**config.mk**
```make
export PLATFORM = sky130hd
export DESIGN_NAME = dac_volume_latches
export DESIGN_NICKNAME = d
export VERILOG_FILES = /design/src/core/volume_pkg.sv /design/src/core/dac_volume_latches.sv
export SDC_FILE = /design/constraint.sdc
export NUM_CORES = 1
export LEC_CHECK = 0
export ABC_AREA = 1
export BUFFER_PORTS_ARGS = -buffer_cell sky130_fd_sc_hd__buf_4
export CAP_MARGIN = 5
export CORE_UTILIZATION = 27
export CTS_BUF_LIST = sky130_fd_sc_hd__clkbuf_2 sky130_fd_sc_hd__clkbuf_4 sky130_fd_sc_hd__clkbuf_8
export CTS_CLUSTER_DIAMETER = 80
export CTS_CLUSTER_SIZE = 20
export DETAILED_ROUTE_END_ITERATION = 8
export GPL_ROUTABILITY_DRIVEN = 0
export SKIP_LAST_GASP = 1
export SYNTH_ARGS = -nofsm -noshare
export SYNTH_HDL_FRONTEND = slang
export SYNTH_SLANG_ARGS = --single-unit
```
**constraint.sdc**
```tcl
create_clock -name clk -period 3.31 [get_ports clk]
set_clock_uncertainty 0.15 [all_clocks]
set_input_delay 0.4965 -clock clk [delete_from_list [all_inputs] [get_ports clk]]
set_output_delay 0.4965 -clock clk [all_outputs]
set_load 0.02 [all_outputs]
```
**src/core/volume_pkg.sv**
```systemverilog
`default_nettype none

package volume_pkg;

  // Serial control word: 7-bit address then 9-bit data, MSB first
  localparam int unsigned FRAME_BITS   = 16;
  localparam int unsigned ADDR_W       = 7;
  localparam int unsigned CODE_W       = 8;
  localparam int unsigned CNT_W        = 5;

  // Register addresses
  localparam logic [6:0] LEFT_VOLUME_ADDR    = 7'h00;
  localparam logic [6:0] RIGHT_VOLUME_ADDR   = 7'h01;
  localparam logic [6:0] MASTER_VOLUME_ADDR  = 7'h08;
  localparam logic [6:0] REGISTER_RESET_ADDR = 7'h1F;

  // Field positions within the 16-bit frame
  localparam int unsigned ADDR_MSB     = 15;
  localparam int unsigned ADDR_LSB     = 9;
  localparam int unsigned UPDATE_BIT   = 8;
  localparam int unsigned CODE_MSB     = 7;

  // Reset values and decode points
  localparam logic [7:0] ATTEN_RESET   = 8'hFF;  // 0dB
  localparam logic [7:0] ATTEN_MUTE    = 8'h00;  // Infinite attenuation
  localparam logic [4:0] FRAME_COUNT   = 5'h10;  // Full word length

  // One decoded serial write
  typedef struct packed {
    logic [6:0] addr;    // Register address
    logic       update;  // Transfer all pending codes
    logic [7:0] code;    // Attenuation code
  } write_frame_t;

  // Decoded level seen by one channel
  typedef struct packed {
    logic       mute;      // Output silenced
    logic [7:0] half_db;   // Attenuation in 0.5dB units
  } atten_level_t;

endpackage : volume_pkg

`default_nettype wire

```
**src/core/dac_volume_latches.sv**
```systemverilog
`timescale 1ns/10ps
`default_nettype none

module dac_volume_latches
  import volume_pkg::*;
(
  input  wire  logic       clk,            // 40 MHz core clock
  input  wire  logic       rst,            // Async reset, active high
  input  wire  logic       ctrl_clk,       // Serial control clock pin
  input  wire  logic       ctrl_data,      // Serial control data pin
  input  wire  logic       ctrl_sel_n,     // Serial control select, active low
  output logic [7:0]       left_atten_code,   // Applied left code
  output logic [7:0]       right_atten_code,  // Applied right code
  output logic [7:0]       master_atten_code, // Applied master code
  output atten_level_t     left_dac_channel,  // Decoded left level
  output atten_level_t     right_dac_channel, // Decoded right level
  output atten_level_t     master_level,      // Decoded master level
  output logic             reg_reset_hold     // Register reset in force
);

  // Pin synchronisers, three stages on clock and select so edge logic never sees stage one; two on data
  logic [2:0] sclk_q;        // Serial clock history
  logic [2:0] ssel_q;        // Select history
  logic [1:0] sdat_q;        // Data synchroniser

  // Serial shifter
  logic [15:0]      shift_q;    // Incoming bits
  logic [15:0]      shift_d;    // Next shift value
  logic [CNT_W-1:0] count_q;    // Bits since select fell
  logic [CNT_W-1:0] count_d;    // Next bit count

  // Pending and applied latches
  logic [7:0] pend_l_q;      // Pending left code
  logic [7:0] pend_r_q;      // Pending right code
  logic [7:0] pend_m_q;      // Pending master code
  logic [7:0] pend_l_d;      // Next pending left
  logic [7:0] pend_r_d;      // Next pending right
  logic [7:0] pend_m_d;      // Next pending master
  logic [7:0] appl_l_d;      // Next applied left
  logic [7:0] appl_r_d;      // Next applied right
  logic [7:0] appl_m_d;      // Next applied master
  logic       hold_d;        // Next reset-hold state

  // Map a code onto mute flag and half-dB attenuation
  function automatic atten_level_t decode_level(input logic [7:0] code);
    atten_level_t lvl;
    lvl.mute    = (code == ATTEN_MUTE);
    lvl.half_db = ATTEN_RESET - code;
    return lvl;
  endfunction : decode_level

  // Edge detection on synchronised pins
  wire sclk_rise = sclk_q[1] & ~sclk_q[2];     // Bit strobe
  wire ssel_rise = ssel_q[1] & ~ssel_q[2];     // End of word
  wire ssel_low  = ~ssel_q[1];                 // Word in progress

  // A word counts only when exactly sixteen bits arrived
  wire          frame_take = ssel_rise & (count_q == FRAME_COUNT);
  write_frame_t frame;
  assign frame = write_frame_t'(shift_q);

  // Address decode; while held, a write only releases the hold
  wire live      = frame_take & ~reg_reset_hold;
  wire wr_left   = live & (frame.addr == LEFT_VOLUME_ADDR);
  wire wr_right  = live & (frame.addr == RIGHT_VOLUME_ADDR);
  wire wr_master = live & (frame.addr == MASTER_VOLUME_ADDR);
  wire wr_reset  = live & (frame.addr == REGISTER_RESET_ADDR);
  wire wr_vol    = wr_left | wr_right | wr_master;
  wire apply     = wr_vol & frame.update;   // Update bit acts only now

  // Shift register and bit counter next values
  assign shift_d = (ssel_low & sclk_rise) ? {shift_q[14:0], sdat_q[1]} : shift_q;
  assign count_d = ~ssel_low ? '0 :
                   (sclk_rise & (count_q != '1)) ? count_q + 5'h01 : count_q;

  // Pending latches; register reset wins over everything
  assign pend_l_d = wr_reset ? ATTEN_RESET : wr_left   ? frame.code : pend_l_q;
  assign pend_r_d = wr_reset ? ATTEN_RESET : wr_right  ? frame.code : pend_r_q;
  assign pend_m_d = wr_reset ? ATTEN_RESET : wr_master ? frame.code : pend_m_q;

  // Applied values move together, carrying the code of this write too
  assign appl_l_d = wr_reset ? ATTEN_RESET : apply ? pend_l_d : left_atten_code;
  assign appl_r_d = wr_reset ? ATTEN_RESET : apply ? pend_r_d : right_atten_code;
  assign appl_m_d = wr_reset ? ATTEN_RESET : apply ? pend_m_d : master_atten_code;

  // Hold sets on reset write, clears on any later completed word
  assign hold_d = wr_reset ? 1'b1 : (frame_take ? 1'b0 : reg_reset_hold);

  // Pin synchronisers; select idles high
  always_ff @(posedge clk or posedge rst) begin
    if (rst) begin
      sclk_q <= 3'h0;
      ssel_q <= 3'h7;
      sdat_q <= 2'h0;
    end else begin
      sclk_q <= {sclk_q[1:0], ctrl_clk};
      ssel_q <= {ssel_q[1:0], ctrl_sel_n};
      sdat_q <= {sdat_q[0], ctrl_data};
    end
  end

  // Serial shifter
  always_ff @(posedge clk or posedge rst) begin
    if (rst) begin
      shift_q <= 16'h0000;
      count_q <= 5'h00;
    end else begin
      shift_q <= shift_d;
      count_q <= count_d;
    end
  end

  // Pending latches; the update bit has no flop of its own
  always_ff @(posedge clk or posedge rst) begin
    if (rst) begin
      pend_l_q <= ATTEN_RESET;
      pend_r_q <= ATTEN_RESET;
      pend_m_q <= ATTEN_RESET;
    end else begin
      pend_l_q <= pend_l_d;
      pend_r_q <= pend_r_d;
      pend_m_q <= pend_m_d;
    end
  end

  // Applied codes and decoded levels, registered straight to the outputs
  always_ff @(posedge clk or posedge rst) begin
    if (rst) begin
      left_atten_code   <= ATTEN_RESET;
      right_atten_code  <= ATTEN_RESET;
      master_atten_code <= ATTEN_RESET;
      left_dac_channel  <= '0;
      right_dac_channel <= '0;
      master_level      <= '0;
      reg_reset_hold    <= 1'b0;
    end else begin
      left_atten_code   <= appl_l_d;
      right_atten_code  <= appl_r_d;
      master_atten_code <= appl_m_d;
      left_dac_channel  <= decode_level(appl_l_d);
      right_dac_channel <= decode_level(appl_r_d);
      master_level      <= decode_level(appl_m_d);
      reg_reset_hold    <= hold_d;
    end
  end

  // Assertions guarding the latch behaviour
  a_pending_only: assert property (@(posedge clk) disable iff (rst)
    (wr_vol & ~frame.update) |=> $stable(left_atten_code) && $stable(right_atten_code)
                                 && $stable(master_atten_code))
    else $error("Write without update changed an applied code");

  a_update_left: assert property (@(posedge clk) disable iff (rst)
    (apply & wr_left) |=> (left_atten_code == $past(frame.code)) && (right_atten_code == $past(pend_r_q)))
    else $error("Left update did not apply pending codes");

  a_update_right: assert property (@(posedge clk) disable iff (rst)
    (apply & wr_right) |=> (right_atten_code == $past(frame.code)) && (left_atten_code == $past(pend_l_q)))
    else $error("Right update did not apply pending codes");

  a_update_master: assert property (@(posedge clk) disable iff (rst)
    (apply & wr_master) |=> (master_atten_code == $past(frame.code)))
    else $error("Master update did not apply");

  a_mute_decode: assert property (@(posedge clk) disable iff (rst)
    ##1 (left_dac_channel.mute == (left_atten_code == 8'h00))
        && (left_dac_channel.half_db == 8'hFF - left_atten_code))
    else $error("Left level decode mismatch");

  a_reg_reset: assert property (@(posedge clk) disable iff (rst)
    wr_reset |=> reg_reset_hold && (left_atten_code == 8'hFF) && (right_atten_code == 8'hFF)
                 && (master_atten_code == 8'hFF) && (pend_l_q == 8'hFF) && (pend_m_q == 8'hFF))
    else $error("Register reset did not restore defaults");

  a_hold_release: assert property (@(posedge clk) disable iff (rst)
    (reg_reset_hold & frame_take) |=> !reg_reset_hold && (left_atten_code == 8'hFF)
                                      && (pend_r_q == 8'hFF))
    else $error("Held reset not released cleanly");

  a_hold_stays: assert property (@(posedge clk) disable iff (rst)
    (reg_reset_hold & ~frame_take) |=> reg_reset_hold)
    else $error("Reset hold dropped without a write");

  a_no_update_state: assert property (@(posedge clk) disable iff (rst)
    (frame_take & ~apply) ##1 (~frame_take & ~wr_reset) |=> $stable(left_atten_code))
    else $error("Update bit acted after its write");

  // Pending store must really take the code, not only leave outputs alone
  a_pending_store: assert property (@(posedge clk) disable iff (rst)
    (wr_left & ~frame.update) |=> (pend_l_q == $past(frame.code)))
    else $error("Write without update lost its pending code");

  // A word of the wrong length is neither a write nor a release
  a_drop_bad_word: assert property (@(posedge clk) disable iff (rst)
    (ssel_rise & (count_q != FRAME_COUNT)) |=> $stable(reg_reset_hold) && $stable(left_atten_code)
                                               && $stable(right_atten_code) && $stable(master_atten_code))
    else $error("Incomplete word changed state");

  // Master decode is a separate output from the channel levels, so guard it as well
  a_master_decode: assert property (@(posedge clk) disable iff (rst)
    ##1 (master_level.mute == (master_atten_code == ATTEN_MUTE))
        && (master_level.half_db == ATTEN_RESET - master_atten_code))
    else $error("Master level decode mismatch");

  // Main scenarios
  c_stage_then_apply: cover property (@(posedge clk) disable iff (rst)
    (wr_left & ~frame.update) ##[1:1000] (wr_right & frame.update));
  c_mute: cover property (@(posedge clk) disable iff (rst) left_dac_channel.mute);
  c_reset_release: cover property (@(posedge clk) disable iff (rst)
    wr_reset ##[1:1000] (reg_reset_hold & frame_take));
  // Short or long word seen and dropped
  c_bad_word: cover property (@(posedge clk) disable iff (rst)
    ssel_rise & (count_q != FRAME_COUNT));

endmodule : dac_volume_latches

`default_nettype wire

```
==> results.md, run 1 <==
* Status: complete, no violations
* Sink Count at about 110
* Fin nets at 470
* Largest net degree at the start of global routing at 106
* Yosys Warn Count at 0
* Setup_tns at 0 ns
* Netlist Area Pre-Place at 0.00423 mm²
* Area growth from synthesis to layout at 19.5%
* Synth Flop Type: dfrtp_1
* First-pass GRT wire length at 13,400 µm
* Final WL at 7880 µm
* Post-synth ARST share at 100%
* Critical Path AT at approximately 2.6 ns
* Die area at 0.0162 mm²
* Post-Syn Nets at between 400 and 500
* Pwr/cell area at between 500 and 600 mW/mm²
* Syn Inst Count at 403
* # setup viols final at 0
* CTS H-tree depth at 3
* Layout cells sized above 1 at 41.3%
* Post-detail-place hpwl at 5500 µm
* Fin. Hold Viols at 0
* Initial drt markers at 91
* Skew-Pair Late Insertion Delay at 0.38 ns
* Metal-1 WL at roughly 3800 µm
* Post-synthesis xor/xnor area fraction at 0%
* CTS tree: built
* Synth Area in Compound Gates at 3.58%
* Synth Area in Adders at 0.887%
* Vias in the first global route at between 2k and 3k
* Routed vias/inst at 3.97
* Worst hold-check path type: input pin to flip-flop
* Largest family of logic cells by synthesized area: simple AND/OR/NAND/NOR gates
* Chip Height at ~130 µm
* CP peak stage delay at 0.41 ns
* Mux cell area share after synthesis at 0.266%
* Post_cts resized at 0
* Io pins at 57
* Core ar. at 0.0153 mm²
* Final min period at 2.51 ns
* Num rows at 45
* Synth cell count leaders: nand2_1 (106), dfrtp_1 (54), dfstp_2 (51)
* RSZ-0062 raised after global routing: no
* Flops & latches, synth at 105
* Worst endpoint required time at between 3 and 4 ns
* Top Layer Used: met4
* Post-DRT Antenna Nets at 0
* Pleak at roughly 2.3 nW
* Die X-Extent at 127 µm
* Mapped Avg Cell Area at 10.5 µm²
* Worst Setup End Kind: flip-flop
* Post-CTS setup buffers at 0
* Post-synth top area share at between 30% and 40%
* DR WL/cell at 11.6 µm
* Largest area contributor in the netlist: dfrtp_1
* CP Launch Type: flip-flop
* Initial Utilization at 27.7%
* CP Class: flip-flop to flip-flop
* Most Frequent Cell on Critical Path: nand2_1
* Via count at around 2.7k
* Worst-margin pin slew at about 0.55 ns
* DRC viols at 0
* Num CTS Buffers at 9
* Slowest CP cell: dfrtp_1
* Max IR drop VDD at 0.246 mV
* Buffers on Ports at 56
* Post-synthesis sequential area ratio at 63.6%
* Largest cells by area after synthesis: dfrtp_1 (32%), dfstp_2 (32%), nand2_1 (9.4%)
* Drt pass-1 iters at 4
* Max Freq at 399 MHz
* Clock-pin slew on the worst setup and hold paths at approximately 0.09 ns
* Slew Limit Fails at 0
* Global-route usage over all layers at 10.6%
* Clk buf depth at 2
* Metal2 WL at roughly 3700 µm
* Slew headroom at 63.3%
* Crit path max fanout at 25
* Final Cycle Share at between 70% and 80%
* Setup slack, reg-to-reg at about 0.8 ns
* Distinct cells, synth at 25
* PnR Total Power at 2.73 mW
* Cell family with most CP delay: simple AND/OR/NAND/NOR gates
* Max-Cap Viols at 0
* Initial antenna violation count at 0
* Post-Synth Simple-Gate Area at 25.4%
* Cell with the most instances after synthesis: nand2_1
* Ant. Diodes at 0
* CP cell instances: inv_1, ha_1, nand2_1, inv_1, nand3_4, nor2_8, nand2_4, nand2_2, nand2_4, nand2_4, nand2_1, nand2_1, nor2_1, nand2_1, nor2_1
* Routed wl met3 at 255 µm
* Clock root buffer: clkbuf_8
* Post-synth EDFFs at 0
* Global route total overflow at 0
* Buf/Inv on CP at 2
* CTS Hold Bufs at 0
[logic make-up after synthesis]
family	Yosys count
AOI/OAI and AO/OA	25
muxes	1
and+or+nand+nor	213
DFF	105
buffers and inverters	56
adders and majority gates	3
[cell type report]
cell class | count | area (µm²)
Fill cell | 1546 | 10200
Sequential cell | 105 | 2690
Multi-Input combinational cell | 242 | 1280
Timing Repair Buffer | 58 | 448
Tap cell | 211 | 264
Inverter | 46 | 176
Clock buffer | 11 | 145
Clock inverter | 5 | 53.8
[flip-flops by register name, indices dropped and copies added (netlist names)]
name and cells:
ssel_q 3, left_dac_channel 9, reg_reset_hold 1, pend_l_q 8
master_level 9, frame 16, master_atten_code 8, left_atten_code 8
pend_r_q 8, right_atten_code 8, sdat_q 2, count_q 5
pend_m_q 8, right_dac_channel 9, sclk_q 3
[metal layers]
metal	global-route usage (%)	vias to the layer above
met1	13.9	1289
met2	16.6	42
met4	5.67	0
li1	-	1353
met5	0	-
met3	2.22	7
[worst paths after layout]
check	cells past startpoint	startpoint	endpoint
hold / removal	1	ctrl_sel_n	ssel_q[0]
min in group asynchronous	3	rst	left_dac_channel[2]
setup / recovery	15	count_q[0]	left_dac_channel[8]
max in group asynchronous	3	rst	pend_l_q[7]
setup reg to reg	15	count_q[0]	left_dac_channel[8]
hold reg to reg	0	sdat_q[0]	sdat_q[1]
[placed cells by master, fill, tap and decap left out, drive strengths merged, types with 3 or more instances in the layout]
cell type / n
a21oi: 8
buf: 58
clkbuf: 11
clkinv: 3
dfrtp: 54
dfstp: 51
ha: 3
inv: 46
nand2: 146
nand3: 28
nor2: 34
nor3: 4
o211ai: 3
o21ai: 14
[per-stage QoR]
step / utilization [%] / instances / hold WS, ns / worst slack, ns / cell area [µm²]
finish: 33.1 / 678 / 0.0793 / 0.804 / 5050
global route: 33.1 / 678 / 0.0498 / 0.551 / 5050
CTS: 33.1 / 678 / 0.0539 / 0.774 / 5050
detailed placement: 31.8 / 662 / 0.193 / 0.788 / 4860
global placement: 31.8 / 662 / 0.187 / 0.844 / 4860
floorplan: - / 403 / 0.181 / 1.38 / 4230
[power by group]
part | internal [mW] | leakage [nW] | switching (mW) | total, mW
clock | 0.378 | 0.107 | 0.441 | 0.820
sequential | 1.46 | 1.10 | 0.0865 | 1.55
combinational | 0.136 | 1.10 | 0.224 | 0.360
Note: power is estimated with default switching activity, not from simulation.
==> run 2, diff against run 1 <==
ABC_AREA = 0   (was 1)
clock period = 2.2 ns   (was 3.31 ns; I/O delays follow)
==> results.md, run 2 <==
* Clk buf depth at 2
* Final Util at 37.3%
* CP Launch Type: flip-flop
* Fin. Hold Viols at 0
* Post-detail-place hpwl at 6790 µm
* Post-DRT Antenna Nets at 0
* Sink Count at roughly 110
* Highest-count cells in the layout ignoring fill and taps: buf_4 (90), nor2_1 (60), dfrtp_1 (54), dfstp_2 (51), nand2_1 (42)
* R2R depth at 7
* Skew-Pair Late Insertion Delay at 0.37 ns
* Worst-margin pin slew at 0.585 ns
* Max IR drop VDD at 0.275 mV
* Core ar. at about 0.017 mm²
* Post-Syn Nets at around 440
* Layout cells sized above 1 at 47.8%
* RSZ-0062 raised after global routing: yes
* Pwr/cell area at 662 mW/mm²
* Area growth from synthesis to layout at 34.7%
* Global route total overflow at 0
* Post-synth top area share at 29.3%
* Post-synthesis sequential area ratio at roughly three fifths
* Setup ws final at -0.00660 ns
* Flops & latches, synth at 105
* Design Area, Final at 0.00621 mm²
* CP Class: flip-flop to flip-flop
* Worst endpoint required time at 2.32 ns
* Fin nets at 534
* Ant. Diodes at 0
* Initial antenna violation count at 0
* Largest area contributor in the netlist: dfrtp_1
* Slew Limit Fails at 0
* Clock-pin slew on the worst setup and hold paths at 0.09 ns
* Via count at between 3k and 4k
* Global-route usage over all layers at 12.4%
* Vias in the first global route at 3,428
* CP cell instances: buf_6, nor4_4, buf_6, o221ai_1, o31ai_1, nand4_1, nor4_2
* Pre-CTS setup slack at -0.167 ns
* Logic pwr share at 18.3%
* Worst hold-check path type: flip-flop to flip-flop
* Largest cells by area after synthesis: dfrtp_1 (29%), dfstp_2 (29%), nor2_1 (5.4%)
* Initial drt markers at 202
* CP peak stage delay at about 0.43 ns
* Post-synth ARST share at 100%
* Largest net degree at the start of global routing at ~110
* Routed vias/inst at 4.54
* Io pins at between 50 and 60
* Max-Cap Viols at 0
* PnR Total Power at 4.11 mW
* Synth Flop Type: dfrtp_1
* Distinct cells, synth at 38
* Sw Pwr at 1.21 mW
* First-pass GRT wire length at 17,500 µm
* Hold Crit Depth at 0
* DRC viols at 0
* Commonest non-fill, non-tap cell in the layout: buf_4
* Placed cells at 716
* Most Frequent Cell on Critical Path: buf_6
* Netlist Area Pre-Place at 0.00461 mm²
* Max Freq at between 400 and 500 MHz
* Drt pass-1 iters at 4
* Cell with the most instances after synthesis: nor2_1
* Yosys Warn Count at 0
* Pleak at between 2 and 3 nW
* Internal at just under 3 mW
* Initial Utilization at 27.7%
* Syn Inst Count at around 430
* Hold slack final at 0.207 ns
* Clock root buffer: clkbuf_8
* Crit path max fanout at 5
* CTS H-tree depth at 3
* Violated checks: negative setup slack
* Num CTS Buffers at 9
* Register share of total power at 52.0%
* Buffers on Ports at 56
* Die X-Extent at roughly 130 µm
* DR WL/cell at around 14 µm
* Final Cycle Share at 100%
* Slowest CP cell: dfrtp_1
* Non-filler cells, final at 751
* Final WL at roughly 11,000 µm
* Cell Area, Placed at approximately 0.0055 mm²
* Post-synth EDFFs at 0
* Setup_tns at -0.00660 ns
* Worst Setup End Kind: flip-flop
* Max reg flops at 16
* Chip Height at about 130 µm
* Switching share of power at 29.5%
* CTS tree: built
* # setup viols final at 1
* Power share of the clock group at 29.6%
* Num rows at 47
* Slew headroom at 61.0%
* Final min period at 2.21 ns
* Status: finished with violations
* Critical Path AT at around 2.3 ns
* Synth cell count leaders: nor2_1 (66), dfrtp_1 (54), dfstp_2 (51)
* Die area at between 0.015 and 0.02 mm²
* Mapped Avg Cell Area at about 11 µm²
## run 2: routing by layer
metal / GRT usage, % / routed length, µm / vias up
li1: - / - / 1629
met4: 4.02 / 216 / 0
met1: 16.3 / 4770 / 1691
met3: 2.64 / 353 / 15
met5: 0 / 0 / -
met2: 20.5 / 5280 / 72
## run 2: final timing paths
check                      slack (ns)             endpoint  startpoint
setup / recovery               -0.007  left_dac_channel[8]   frame[10]
hold / removal                   0.21            sdat_q[1]   sdat_q[0]
setup reg to reg               -0.007  left_dac_channel[8]   frame[10]
hold reg to reg                  0.21            sdat_q[1]   sdat_q[0]
max in group asynchronous        0.94  left_dac_channel[8]         rst
min in group asynchronous        0.47  left_dac_channel[0]         rst
## run 2: power groups by stage
stage          combinational, mW  sequential (mW)  clock [mW]
3_5_place_dp               0.587             2.17           0
3_3_place_gp               0.577             2.17           0
2_1_floorplan              0.362             2.14           0
4_1_cts                    0.650             2.14        1.26
5_1_grt                    0.814             2.15        1.34
6_report                   0.754             2.14        1.22
## run 2: worst max-delay path: cells and delay by family, from the launching register on
kind,cells,cell delay [ns]
AOI/OAI and AO/OA,2,0.42
buffers and inverters,2,0.33
and+or+nand+nor,3,0.79
DFF,1,0.43
## run 2: cells by family (layout without fill, tap and decap cells)
group | Yosys count | in the layout | synth area share (%)
compound gates | 59 | 59 | 7.96
xor+xnor | 3 | 3 | 0.570
fa+ha+maj | 3 | 3 | 0.815
buf+inv | 51 | 151 | 5.16
flops | 105 | 105 | 58.4
mux | 35 | 35 | 8.07
simple gates | 175 | 175 | 19.0
## run 2: final cells by class
type	instances	area, µm²
clock buffers	10	131
well taps	220	275
multi-input cells	275	1990
repair buffers	108	948
flip-flops and latches	105	2690
clock inverters	6	67.6
inverters	27	105
fillers	1581	10400
## run 2: what timing repair did
item | CTS | global route
setup endpoints to repair | 2 | 17
setup buffers | 11 | 2
cloned | 0 | 2
resized for setup | 29 | 35
hold buffers | 4 | 0
endpoints found under the hold margin | 57 | 0
pin swaps | 12 | 15
==> run 3, diff against run 2 <==
CORE_ASPECT_RATIO = 1.1   (was default)
TNS_END_PERCENT = 10   (was default)
==> results.md, run 3 (synthesis gave the netlist of run 2 again) <==
* Chip Height at between 100 and 150 µm
* Fill cells at 1,613
* Commonest non-fill, non-tap cell in the layout: buf_4
* Pwr/cell area at 702 mW/mm²
* PnR Total Power at 4.20 mW
* Area growth from synthesis to layout at 30.0%
* Design Area, Final at 0.00599 mm²
* Slew headroom at 64.3%
* DR WL/cell at 13.6 µm
* Worst-margin pin slew at between 0.5 and 0.6 ns
* Reg2Reg Launch Point: frame[13]
* Post-DRT Antenna Nets at 0
* Most Frequent Cell on Critical Path: buf_6
* Placed cells at 700
* Slowest CP cell: dfrtp_2
* Core ar. at 0.0165 mm²
* Drt pass-1 iters at 4
* Worst hold-check path type: flip-flop to flip-flop
* Reg area at 0.00269 mm²
* CP cell instances: buf_6, nor4_4, nand4_4, buf_6, a2111oi_4, o22ai_2, nor4_2
* Initial antenna violation count at 0
* Io pins at 57
* Worst endpoint required time at 2.32 ns
* Pleak at 2.64 nW
* Clk buf depth at 2
* Final WL at a little under 10,000 µm
* Final Cycle Share at 102%
* CP Class: flip-flop to flip-flop
* Multi-input gate area at 0.00182 mm²
* Post-detail-place hpwl at ~6700 µm
* Crit path max fanout at 5
* Max Freq at between 400 and 500 MHz
* Max IR drop VDD at around 0.29 mV
* Fin. Hold Viols at 0
* Initial Utilization at 27.9%
* CTS tree: built
* Sink Count at 105
* Num rows at 49
* Vias in the first global route at 3,381
* Routed vias/inst at 4.62
* CP Launch Type: flip-flop
* Die area at around 0.018 mm²
* Setup slack, reg-to-reg at -0.04 ns
* R2R depth at 7
* Slew Limit Fails at 0
* Final Util at 36.3%
* Setup ws final at -0.0413 ns
* Max-Cap Viols at 0
* # setup viols final at 1
* Ant. Diodes at 0
* Die X-Extent at ~130 µm
* Max reg flops at 16
* Hold slack final at 0.206 ns
* Reg2reg end: left_dac_channel[8]
* Status: finished with violations
* First-pass GRT wire length at 16,700 µm
* Setup crit end: left_dac_channel[8]
* Skew-Pair Late Insertion Delay at 0.36 ns
* Worst Setup End Kind: flip-flop
* DRC viols at 0
* Cell Area, Placed at 0.00546 mm²
* Largest net degree at the start of global routing at 106
* Num CTS Buffers at 9
* Violated checks: negative setup slack
* Global-route usage over all layers at between 10% and 20%
* Non-filler cells, final at 731
* Layout cells sized above 1 at 43.1%
* RSZ-0062 raised after global routing: yes
* Fin nets at 530
* Initial drt markers at 174
* Critical path origin: frame[13]
* Global route total overflow at 0
* CTS H-tree depth at 3
* Buffers on Ports at 56
* Clock root buffer: clkbuf_8
* Via count at 3,375
* CP peak stage delay at 0.46 ns
* Final min period at 2.24 ns
* Critical Path AT at 2.36 ns
* Highest-count cells in the layout ignoring fill and taps: buf_4 (91), nor2_1 (61), dfrtp_1 (53), dfstp_2 (51), nand2_1 (43)
* Clock-pin slew on the worst setup and hold paths at 0.09 ns
[run 3: cell count changes in the layout (fill, tap and decap cells not counted), sizes merged]
cell and change:
buf -2, bufinv +2, clkbuf -1, clkinv -1, clkinvlp -1, inv -1
[run 3: final cells by class]
class                           count  share of cell area [%]
Sequential cell                   105                    45.0
Multi-Input combinational cell    275                    30.4
Timing Repair Buffer              104                    14.5
Tap cell                          204                    4.26
Clock buffer                       11                    2.42
Inverter                           27                    1.76
Clock inverter                      5                    1.69
[run 3: how the worst min path moves through the flow]
stage,slack (ns),startpoint,cells after the start,to
floorplan,0.18,sclk_q[0],0,sclk_q[1]
global placement,0.19,sclk_q[0],0,sclk_q[1]
detailed placement,0.19,sclk_q[0],0,sclk_q[1]
CTS,0.21,sclk_q[0],0,sclk_q[1]
global route,0.22,sclk_q[0],0,sclk_q[1]
finish,0.21,sclk_q[0],0,sclk_q[1]
[run 3: metrics by stage]
stage                     worst slack [ns]  TNS (ns)
final                              -0.0413   -0.0413
after global routing                -0.180    -0.299
after CTS                          -0.0323   -0.0323
after detailed placement           -0.0434   -0.0620
after global placement              0.0567         0
after floorplan                     0.0710         0
[run 3: what timing repair did]
item | 4_1_cts | 5_1_grt
cloned | 0 | 0
pin swaps | 3 | 11
hold buffers | 4 | 0
setup endpoints to repair | 2 | 24
hold endpoints to repair | 57 | 0
resized for setup | 5 | 24
buffers inserted | 2 | 9
[run 3: metal layers]
metal	up-vias	global-route usage (%)	part of all wire [%]
met3	16	2.31	3.5
met4	0	5.26	2.2
met2	68	19.6	49
met1	1675	15.1	45
met5	-	0	0
li1	1616	-	-
[run 3: power breakdown]
group / total (mW) / leakage [nW] / internal (mW) / switching [mW]
registers: 2.14 / 1.11 / 2.01 / 0.128
clock network: 1.43 / 0.127 / 0.799 / 0.631
logic: 0.632 / 1.39 / 0.278 / 0.354
[run 3: worst max-delay path: cells and delay by family, from the launching register on]
| family | cells | cell delay [ns] |
|---|---|---|
| simple gates | 3 | 0.75 |
| compound gates | 2 | 0.52 |
| flops | 1 | 0.46 |
| buf+inv | 2 | 0.29 |
